--- config.mk ---
export PLATFORM = sky130hd
export DESIGN_NAME = cdt_port0_timing
export DESIGN_NICKNAME = d
export VERILOG_FILES = /design/src/verilog/cdt_pkg.sv /design/src/verilog/cdt_auto_table.sv /design/src/verilog/cdt_timing_field.sv /design/src/verilog/cdt_port0_timing.sv
export VERILOG_INCLUDE_DIRS = /design/src /design/src/verilog
export SDC_FILE = /design/constraint.sdc
export NUM_CORES = 1
export LEC_CHECK = 0
export BUFFER_PORTS_ARGS = -buffer_cell sky130_fd_sc_hd__buf_2
export CORE_MARGIN = 2
export CORE_UTILIZATION = 48
export DETAILED_ROUTE_END_ITERATION = 6
export PLACE_DENSITY = 0.77
export SLEW_MARGIN = 25
export SYNTH_ARGS = -nofsm -noshare
export SYNTH_HDL_FRONTEND = slang
export SYNTH_SLANG_ARGS = --single-unit
--- constraint.sdc ---
create_clock -name CLK -period 2 [get_ports CLK]
set_clock_uncertainty 0.15 [all_clocks]
set_input_delay 0.2 -clock CLK [delete_from_list [all_inputs] [get_ports CLK]]
set_output_delay 0.2 -clock CLK [all_outputs]
set_load 0.01 [all_outputs]
--- src/verilog/cdt_map.svh ---
`ifndef CDT_MAP_SVH
`define CDT_MAP_SVH
`define CDT_ADDR_CLK_ZERO 8'h41
`define CDT_ADDR_CLK_TRAIL 8'h42
`define CDT_ADDR_CLK_POST 8'h43
`define CDT_ADDR_DAT_PREP 8'h44
`define CDT_ADDR_DAT_ZERO 8'h45
`define CDT_ADDR_DAT_TRAIL 8'h46
`define CDT_ADDR_DAT_EXIT 8'h47
`define CDT_ADDR_PLX 8'h48
`define CDT_ADDR_RATE 8'h4F
`define CDT_OV_BIT 7
`define CDT_VAL_MSB 6
`define CDT_RATE_400 3'h0
`define CDT_RATE_800 3'h1
`define CDT_RATE_1200 3'h2
`define CDT_RATE_1500 3'h3
`define CDT_RATE_1600 3'h4
`define CDT_RATE_RESET 3'h1
`define CDT_RESET_CLK_ZERO 7'h1B
`define CDT_RESET_CLK_TRAIL 7'h0B
`define CDT_RESET_CLK_POST 7'h0A
`define CDT_RESET_DAT_PREP 7'h06
`define CDT_RESET_DAT_ZERO 7'h0C
`define CDT_RESET_DAT_TRAIL 7'h08
`define CDT_RESET_DAT_EXIT 7'h0B
`define CDT_RESET_PLX 7'h06
`define CDT_AUTO400_CLK_ZERO 7'h0E
`endif

--- src/verilog/cdt_pkg.sv ---
package cdt_pkg;
	typedef logic [6:0] cdt_value_t;
	typedef logic [2:0] cdt_rate_t;
	typedef enum logic [2:0] {
		CDT_IDLE = 3'h1,
		CDT_LOAD = 3'h2,
		CDT_DONE = 3'h4
	} cdt_state_t;
endpackage : cdt_pkg

--- src/verilog/cdt_auto_table.sv ---
`timescale 1ns/100ps
`default_nettype none
`include "cdt_map.svh"
module cdt_auto_table
	import cdt_pkg::*;
(
	input wire cdt_rate_t rate,
	output cdt_value_t clk_zero,
	output cdt_value_t clk_trail,
	output cdt_value_t clk_post,
	output cdt_value_t dat_prep,
	output cdt_value_t dat_zero,
	output cdt_value_t dat_trail,
	output cdt_value_t dat_exit,
	output cdt_value_t plx
);
	// 800 Mbps row equals reset values; other rows scale roughly with rate
	always_comb begin
		clk_zero = `CDT_RESET_CLK_ZERO;
		clk_trail = `CDT_RESET_CLK_TRAIL;
		clk_post = `CDT_RESET_CLK_POST;
		dat_prep = `CDT_RESET_DAT_PREP;
		dat_zero = `CDT_RESET_DAT_ZERO;
		dat_trail = `CDT_RESET_DAT_TRAIL;
		dat_exit = `CDT_RESET_DAT_EXIT;
		plx = `CDT_RESET_PLX;
		case (rate)
			`CDT_RATE_400: begin
				clk_zero = `CDT_AUTO400_CLK_ZERO;
				clk_trail = 7'h06;
				clk_post = 7'h07;
				dat_prep = 7'h03;
				dat_zero = 7'h06;
				dat_trail = 7'h05;
				dat_exit = 7'h06;
				plx = 7'h03;
			end
			`CDT_RATE_1200: begin
				clk_zero = 7'h29;
				clk_trail = 7'h10;
				clk_post = 7'h0D;
				dat_prep = 7'h09;
				dat_zero = 7'h12;
				dat_trail = 7'h0C;
				dat_exit = 7'h10;
				plx = 7'h09;
			end
			`CDT_RATE_1500, `CDT_RATE_1600: begin
				clk_zero = 7'h36;
				clk_trail = 7'h15;
				clk_post = 7'h10;
				dat_prep = 7'h0C;
				dat_zero = 7'h18;
				dat_trail = 7'h10;
				dat_exit = 7'h16;
				plx = 7'h0C;
			end
			default: begin
			end
		endcase
	end
endmodule : cdt_auto_table
`default_nettype wire

--- src/verilog/cdt_timing_field.sv ---
`timescale 1ns/100ps
`default_nettype none
`include "cdt_map.svh"
module cdt_timing_field
	import cdt_pkg::*;
#(
	parameter cdt_value_t RESET_VALUE = 7'h00
) (
	input wire logic CLK,
	input wire logic RESET_N,
	input wire logic wr_en,
	input wire logic [7:0] wr_data,
	input wire cdt_value_t auto_value,
	output logic [7:0] reg_view,
	output cdt_value_t timing_value
);
	logic override_reg;
	cdt_value_t value_reg;
	always_ff @(posedge CLK or negedge RESET_N) begin
		if (!RESET_N) begin
			override_reg <= 1'b0;
		end else if (wr_en) begin
			override_reg <= wr_data[`CDT_OV_BIT];
		end
	end
	// value tracks auto while not overridden; an override write loads its own value from wr_data
	always_ff @(posedge CLK or negedge RESET_N) begin
		if (!RESET_N) begin
			value_reg <= RESET_VALUE;
		end else if (wr_en && wr_data[`CDT_OV_BIT]) begin
			value_reg <= wr_data[`CDT_VAL_MSB:0];
		end else if (!override_reg || wr_en) begin
			// a clearing write reverts at once, no stale programmed value
			value_reg <= auto_value;
		end
	end
	assign reg_view = {override_reg, value_reg};
	assign timing_value = value_reg;
endmodule : cdt_timing_field
`default_nettype wire

--- src/verilog/cdt_port0_timing.sv ---
// Strobed register access was chosen for this implementation.
`timescale 1ns/100ps
`default_nettype none
`include "cdt_map.svh"
module cdt_port0_timing
	import cdt_pkg::*;
(
	input wire logic CLK,
	input wire logic RESET_N,
	input wire logic [7:0] ADDR,
	input wire logic [7:0] WDATA,
	input wire logic WR,
	input wire logic RD,
	output logic [7:0] RDATA,
	output cdt_value_t CLK_ZERO_TIME,
	output cdt_value_t CLK_TRAIL_TIME,
	output cdt_value_t CLK_POST_TIME,
	output cdt_value_t DAT_PREP_TIME,
	output cdt_value_t DAT_ZERO_TIME,
	output cdt_value_t DAT_TRAIL_TIME,
	output cdt_value_t DAT_EXIT_TIME,
	output cdt_value_t PLX_TIME
);
	cdt_rate_t rate_reg;
	cdt_value_t a_czero, a_ctrail, a_cpost, a_dprep;
	cdt_value_t a_dzero, a_dtrail, a_dexit, a_plx;
	logic [7:0] v_czero, v_ctrail, v_cpost, v_dprep;
	logic [7:0] v_dzero, v_dtrail, v_dexit, v_plx;
	logic [7:0] rdata_next;
	logic [7:0] rdata_reg;

	// lane rate select is software owned; automatic values follow it
	always_ff @(posedge CLK or negedge RESET_N) begin
		if (!RESET_N) begin
			rate_reg <= `CDT_RATE_RESET;
		end else if (WR && ADDR == `CDT_ADDR_RATE) begin
			rate_reg <= WDATA[2:0];
		end
	end

	cdt_auto_table u_table (
		.rate(rate_reg),
		.clk_zero(a_czero),
		.clk_trail(a_ctrail),
		.clk_post(a_cpost),
		.dat_prep(a_dprep),
		.dat_zero(a_dzero),
		.dat_trail(a_dtrail),
		.dat_exit(a_dexit),
		.plx(a_plx)
	);

	cdt_timing_field #(.RESET_VALUE(`CDT_RESET_CLK_ZERO)) u_czero (
		.CLK(CLK),
		.RESET_N(RESET_N),
		.wr_en(WR && ADDR == `CDT_ADDR_CLK_ZERO),
		.wr_data(WDATA),
		.auto_value(a_czero),
		.reg_view(v_czero),
		.timing_value(CLK_ZERO_TIME)
	);
	cdt_timing_field #(.RESET_VALUE(`CDT_RESET_CLK_TRAIL)) u_ctrail (
		.CLK(CLK),
		.RESET_N(RESET_N),
		.wr_en(WR && ADDR == `CDT_ADDR_CLK_TRAIL),
		.wr_data(WDATA),
		.auto_value(a_ctrail),
		.reg_view(v_ctrail),
		.timing_value(CLK_TRAIL_TIME)
	);
	cdt_timing_field #(.RESET_VALUE(`CDT_RESET_CLK_POST)) u_cpost (
		.CLK(CLK),
		.RESET_N(RESET_N),
		.wr_en(WR && ADDR == `CDT_ADDR_CLK_POST),
		.wr_data(WDATA),
		.auto_value(a_cpost),
		.reg_view(v_cpost),
		.timing_value(CLK_POST_TIME)
	);
	cdt_timing_field #(.RESET_VALUE(`CDT_RESET_DAT_PREP)) u_dprep (
		.CLK(CLK),
		.RESET_N(RESET_N),
		.wr_en(WR && ADDR == `CDT_ADDR_DAT_PREP),
		.wr_data(WDATA),
		.auto_value(a_dprep),
		.reg_view(v_dprep),
		.timing_value(DAT_PREP_TIME)
	);
	cdt_timing_field #(.RESET_VALUE(`CDT_RESET_DAT_ZERO)) u_dzero (
		.CLK(CLK),
		.RESET_N(RESET_N),
		.wr_en(WR && ADDR == `CDT_ADDR_DAT_ZERO),
		.wr_data(WDATA),
		.auto_value(a_dzero),
		.reg_view(v_dzero),
		.timing_value(DAT_ZERO_TIME)
	);
	cdt_timing_field #(.RESET_VALUE(`CDT_RESET_DAT_TRAIL)) u_dtrail (
		.CLK(CLK),
		.RESET_N(RESET_N),
		.wr_en(WR && ADDR == `CDT_ADDR_DAT_TRAIL),
		.wr_data(WDATA),
		.auto_value(a_dtrail),
		.reg_view(v_dtrail),
		.timing_value(DAT_TRAIL_TIME)
	);
	cdt_timing_field #(.RESET_VALUE(`CDT_RESET_DAT_EXIT)) u_dexit (
		.CLK(CLK),
		.RESET_N(RESET_N),
		.wr_en(WR && ADDR == `CDT_ADDR_DAT_EXIT),
		.wr_data(WDATA),
		.auto_value(a_dexit),
		.reg_view(v_dexit),
		.timing_value(DAT_EXIT_TIME)
	);
	cdt_timing_field #(.RESET_VALUE(`CDT_RESET_PLX)) u_plx (
		.CLK(CLK),
		.RESET_N(RESET_N),
		.wr_en(WR && ADDR == `CDT_ADDR_PLX),
		.wr_data(WDATA),
		.auto_value(a_plx),
		.reg_view(v_plx),
		.timing_value(PLX_TIME)
	);

	// unmapped addresses read as zero
	always_comb begin
		case (ADDR)
			`CDT_ADDR_CLK_ZERO: rdata_next = v_czero;
			`CDT_ADDR_CLK_TRAIL: rdata_next = v_ctrail;
			`CDT_ADDR_CLK_POST: rdata_next = v_cpost;
			`CDT_ADDR_DAT_PREP: rdata_next = v_dprep;
			`CDT_ADDR_DAT_ZERO: rdata_next = v_dzero;
			`CDT_ADDR_DAT_TRAIL: rdata_next = v_dtrail;
			`CDT_ADDR_DAT_EXIT: rdata_next = v_dexit;
			`CDT_ADDR_PLX: rdata_next = v_plx;
			`CDT_ADDR_RATE: rdata_next = {5'h00, rate_reg};
			default: rdata_next = 8'h00;
		endcase
	end

	// read data held only in the cycle after the strobe
	always_ff @(posedge CLK or negedge RESET_N) begin
		if (!RESET_N) begin
			rdata_reg <= 8'h00;
		end else if (RD) begin
			rdata_reg <= rdata_next;
		end else begin
			rdata_reg <= 8'h00;
		end
	end
	assign RDATA = rdata_reg;
endmodule : cdt_port0_timing
`default_nettype wire

# --- Yosys cells after proc, flatten, opt, wreduce, memory -nomap -nowiden ---
# Index checks and enable logic that the tools add are counted.
word_totals:
  register_bits: 75
  latchBits: 0
  ram_bits: 0
  mem_bits_ro: 0
  input_bits: 20
  output_inout_bits: 64
  wordCells: 98
  n_memories: 0
classes:
  addsub: 0
  multipliers: 0
  div_mod_pow: 0
  order_cmp: 0
  n_eq_ne: 12
  shifts: 0
  muxes: 25
  bitwise: 0
  reduce_logical: 43
op_table:
  columns: ["operator", "n"]
  rows:
  - ["7-bit two-way mux", 16]
  - ["5-bit case mux with 3 select lines", 5]
  - ["8-bit by 7-bit == test with 1-bit output, second input constant", 9]
  - ["8-bit case mux with 9 select lines", 1]
  - ["6-bit case mux with 3 select lines", 1]
  - ["1-bit logical AND", 17]
  - ["2-bit nonzero test", 8]
  - ["4-bit case mux with 3 select lines", 1]
  - ["1-bit logical NOT", 8]
  - ["1-bit logical OR", 8]
  - ["8-bit two-way mux", 1]
  - ["3-bit by 2-bit == test with 1-bit output, second input constant", 2]
  - ["3-bit == test, second input constant", 1]
  - ["3-bit logical NOT", 1]
  - ["2-bit OR reduction", 1]

# --- Logic depth before layout (Yosys ltp) ---
depth:
  depth_word: 5
  ltp_mapped: 7
  depth_no_buf: 4

# --- Modules after synthesis ---
# Synthesis repeated with hierarchy kept, for this count alone.
unflattened:
  hier_cells: 510
  area_unflattened_um2: 5686.7
modules_own_cells:
  columns: ["module", "n_inst", "cells_each", "area_each_um2", "seq_area_each_um2"]
  rows:
  - ["cdt_timing_field at u_cpost ...", 4, 41, 521.8, 202.7]
  - ["cdt_port0_timing", 1, 122, 1071.0, 276.5]
  - ["cdt_timing_field at u_ctrail ...", 2, 41, 523.0, 203.9]
  - ["cdt_timing_field at u_czero", 1, 41, 524.3, 205.2]
  - ["cdt_timing_field at u_dtrail", 1, 41, 520.5, 201.4]
  - ["cdt_auto_table", 1, 60, 437.9, 0.0]

# --- Worst setup path before layout ---
# Ideal clock, no wire load.
synth_path:
  kind: "input-to-reg"
  startpoint: "input ADDR[5]"
  endpoint: "register u_czero.value_reg[5], in the netlist u_czero.timing_value[5]"
  setup_time_ps: 123
  t_arrival_ps: 1641
  required_ps: 1727
  slack_ps: 87
  cell_stages: 6
  path_buffers: 2
  cell_sequence: "or4b_4 > buf_6 > or3b_1 > buf_6 > mux2i_1 > a21oi_1"
synth_between:
  elab_chain_cells: 4
  word_cells_on_any_way: 6
  classes_between: "1 x eq/ne; 1 x mux; 4 x reduce/logical"
synth_rtl:
  columns: ["element", "line_no", "text"]
  rows:
  - ["start, declared", "cdt_port0_timing.sv:10", "input wire logic [7:0] ADDR,"]
  - ["8-bit by 7-bit == test with 1-bit output (*)", null, null]
  - ["1-bit logical AND (no line) (*)", null, null]
  - ["1-bit logical AND / 1-bit logical OR (equally long branches)", "cdt_timing_field.sv:30, cdt_timing_field.sv:32", null]
  - ["7-bit two-way mux / 2-bit nonzero test (equally long branches)", null, null]
  - ["end signal, assigned", "cdt_timing_field.sv:31", "value_reg <= wr_data[`CDT_VAL_MSB:0];"]
  - ["end signal, assigned", "cdt_timing_field.sv:34", "value_reg <= auto_value;"]
  - ["end, declared", "cdt_timing_field.sv:18", "cdt_value_t value_reg;"]
# Every way passes the cells marked *; elsewhere a longest branch is shown, timed or not.
# A chain may end at the register's enable or synchronous reset.

# --- Worst setup path after layout ---
layout_path:
  startpoint: "register rate_reg[0]"
  endpoint: "register u_dzero.value_reg[4], in the netlist u_dzero.timing_value[4]"
layout_between:
  elab_chain_cells: 5
  word_cells_on_any_way: 8
  classes_between: "3 x eq/ne; 3 x mux; 2 x reduce/logical"
layout_rtl:
  columns: ["element", "line_no", "text"]
  rows:
  - ["start, declared", "cdt_port0_timing.sv:24", "cdt_rate_t rate_reg;"]
  - ["start signal, assigned", "cdt_port0_timing.sv:35", "rate_reg <= `CDT_RATE_RESET;"]
  - ["start signal, assigned", "cdt_port0_timing.sv:37", "rate_reg <= WDATA[2:0];"]
  - ["3-bit by 2-bit == test with 1-bit output / 3-bit == test (equally long branches)", "cdt_auto_table.sv:27", "case (rate)"]
  - ["2-bit OR reduction", "cdt_auto_table.sv:27", null]
  - ["5-bit case mux with 3 select lines (*)", "cdt_auto_table.sv:27", null]
  - ["7-bit two-way mux (*)", "cdt_timing_field.sv:32", "end else if (!override_reg || wr_en) begin"]
  - ["7-bit two-way mux (*)", "cdt_timing_field.sv:30", "end else if (wr_en && wr_data[`CDT_OV_BIT]) begin"]
  - ["end signal, assigned", "cdt_timing_field.sv:31", null]
  - ["end signal, assigned", "cdt_timing_field.sv:34", null]
  - ["end, declared", "cdt_timing_field.sv:18", null]
# Every way passes the cells marked *; elsewhere a longest branch is shown, timed or not. The select of a mux whose other input is x is not followed.

==> results.ini <==
[route]
routed_wl_um=13100
num_vias=3637
drt_iter0_markers=342
viasPerCell=5.91
ant_nets=0
avgRoutedWirePerCell_um=21.2
drcViolationCount=0
first_pass_iters=4

[worst_setup_path]
reg2reg_from=rate_reg[0]
crit_fanout=7
required_ns=2.09
worstPathArrival_ns=1.93
worstSetupEndpointType=flop
worstRegToRegCells=5
crit_type=flop to flop
r2r-end=u_dzero.timing_value[4]
start_kind=flop
r2r_slack_ns=0.16
startpoint=rate_reg[0]

[yosys]
yosysUniqueCellTypes=60
synth_compound_area_share_pct=17.5
synth_mux_area_share_pct=15.7
yosys_warnings=0
synth_ff_type=dfrtp_1
synth-simple-area-share_pct=15.3
ys_top_cells_by_area=dfrtp_1, dfstp_2, mux2i_1
synth_xor_area_share_pct=0
syn_avg_cell_area_um2=10.4
synthTopCellsByCount=dfrtp_1, mux2i_1, nor2_1
synth_edf_count=0
yosysTopAreaCellShare_pct=33.5
synth_top_family_by_area=compound AO/OA/AOI/OAI gates
seq_area_frac_synth_pct=46.2
syn-cell-area_um2=4110
yosysMostFrequentCell=dfrtp_1
synth_fp_nets=414
synth_seq_cells=75
synthArstFlopShare_pct=100
synth_cells=394
synthAdderAreaFrac_pct=0
yosys.area.top_type=dfrtp_1

[min_path]
min-delay-start=WDATA[2]
min_delay_path_depth=3
hold_class=input port to flop
min_to=u_dzero.timing_value[2]

[cells_and_area]
nets=525
fillers=699
register_area_um2=1900
num_antenna_cells=0
multiInputGateArea_um2=1990
layout-area-overhead-vs-synth_pct=25.1
drive_gt1_share_pct=39.0
largest_register_ffs=8

[placed_design]
io_buffers=83
gp_congestion=0.939
dp_hpwl_um=9780

[clock_network]
cts_buffers=9
clock_latency_ns=0.36
cts.clk_slew.worst_paths_ns=0.08
cts_root_buf=clkbuf_8
htree_levels=3
cts.sinks=75
clockBufferDepth=2
cts.repair.resized=0
cts_tree=done

[die]
io_pins=84
die_h_um=96.6
die_x_um=96.6
initial_utilization_pct=49.8
die_area_um2=9320
core-area_um2=8260
rows=33

[global_route]
antenna_found_initial=0
grt_max_degree=76
first_global_vias=3481
track_usage_pct=29.2
grt_pass1_wl_um=19800
overflow=0

[timing]
finalSetupViolations=0
grt_setup_unrepaired=false
hold_viol_final=0
slew_violations=0
fmax_mhz=543
tightestPinTransition_ns=0.849
tns_ns=0
slew-limit-headroom_pct=43.1
period_share_pct=92.0
period_minus_slack_ns=1.84

[flow_run]
drv_cap=0

[power_and_ir_drop]
leakagePower_nw=2.49
finalPower_mw=3.77
ir_drop_uv=503
p_per_area_nw_per_um2=732

[outcome]
status=completed

## cell type report
class	instances	share of cell area, %
Clock inverter	7	1.92
Clock buffer	9	2.41
Sequential cell	75	37.0
Inverter	14	1.02
Tap cell	105	2.55
Timing Repair Buffer	132	16.4
Multi-Input combinational cell	273	38.7
## what timing repair did
action / 4_1_cts / 5_1_grt
hold endpoints to repair: 60 / 0
hold buffers: 4 / 0
setup buffers: 0 / 0
## logic make-up after synthesis
| logic type | Yosys count |
|---|---|
| buffers and inverters | 46 |
| AO/OA/AOI/OAI | 102 |
| multiplexers | 58 |
| flip-flops | 75 |
| AND/OR/NAND/NOR | 113 |
## through the flow
| step | cells | worst slack [ns] | instance area, um^2 | utilization (%) | hold slack, ns |
|---|---|---|---|---|---|
| after CTS | 615 | 0.193 | 5140 | 62.3 | 0.0438 |
| after global routing | 615 | 0.0806 | 5140 | 62.3 | 0.0890 |
| after global placement | 595 | -0.00125 | 4880 | 59.1 | 0.107 |
| after detailed placement | 595 | -0.0427 | 4880 | 59.1 | 0.115 |
| after floorplan | 394 | 0.0865 | 4110 | - | -0.246 |
| final | 615 | 0.160 | 5140 | 62.3 | 0.0503 |
## layout by cell type (no fill, tap or decap), types with 4 or more instances in the layout
master | netlist | routed
mux2i_1 | 43 | 43
o21ai_0 | 18 | 18
nand3_1 | 10 | 10
mux4_2 | 4 | 4
dlygate4sd3_1 | 0 | 4
buf_12 | 0 | 4
buf_4 | 3 | 41
a22o_1 | 6 | 6
dfrtp_1 | 55 | 55
mux2_2 | 11 | 11
dfstp_2 | 20 | 20
nand2b_1 | 4 | 4
a21oi_1 | 36 | 36
nand3b_1 | 5 | 5
o22ai_1 | 9 | 9
inv_1 | 14 | 14
nand2_1 | 26 | 26
buf_2 | 10 | 83
clkbuf_8 | 0 | 9
nor2_1 | 37 | 37
## power by group
part	internal, mW	leakage, nW	switching, mW	total (mW)
Sequential	1.66	0.925	0.118	1.78
Clock	0.711	0.110	0.619	1.33
Combinational	0.267	1.46	0.389	0.655
## how the worst max path moves through the flow
| stage | cells past startpoint | endpoint | slack [ns] |
|---|---|---|---|
| floorplan | 6 | u_czero.timing_value[5] | 0.09 |
| global placement | 6 | u_czero.timing_value[2] | -0.001 |
| detailed placement | 6 | u_dprep.timing_value[3] | -0.04 |
| CTS | 5 | u_dzero.timing_value[4] | 0.19 |
| global route | 5 | u_dzero.timing_value[4] | 0.08 |
| finish | 5 | u_dzero.timing_value[4] | 0.16 |
## metal layers
| metal | up-vias | track usage (%) | wire [um] |
|---|---|---|---|
| met3 | 49 | 3.72 | 699 |
| met5 | - | 0 | 0 |
| met4 | 0 | 15.8 | 638 |
| met1 | 1763 | 41.0 | 5830 |
| met2 | 168 | 44.0 | 5890 |
| li1 | 1657 | - | - |
## critical path, stage by stage (launching register included)
cell and delay, ns:
dfstp_2 0.59, nor2_1 0.10, mux2i_1 0.35, buf_4 0.21
nor3_2 0.05, a221o_1 0.27
Power figures use the tool's default switching activity.
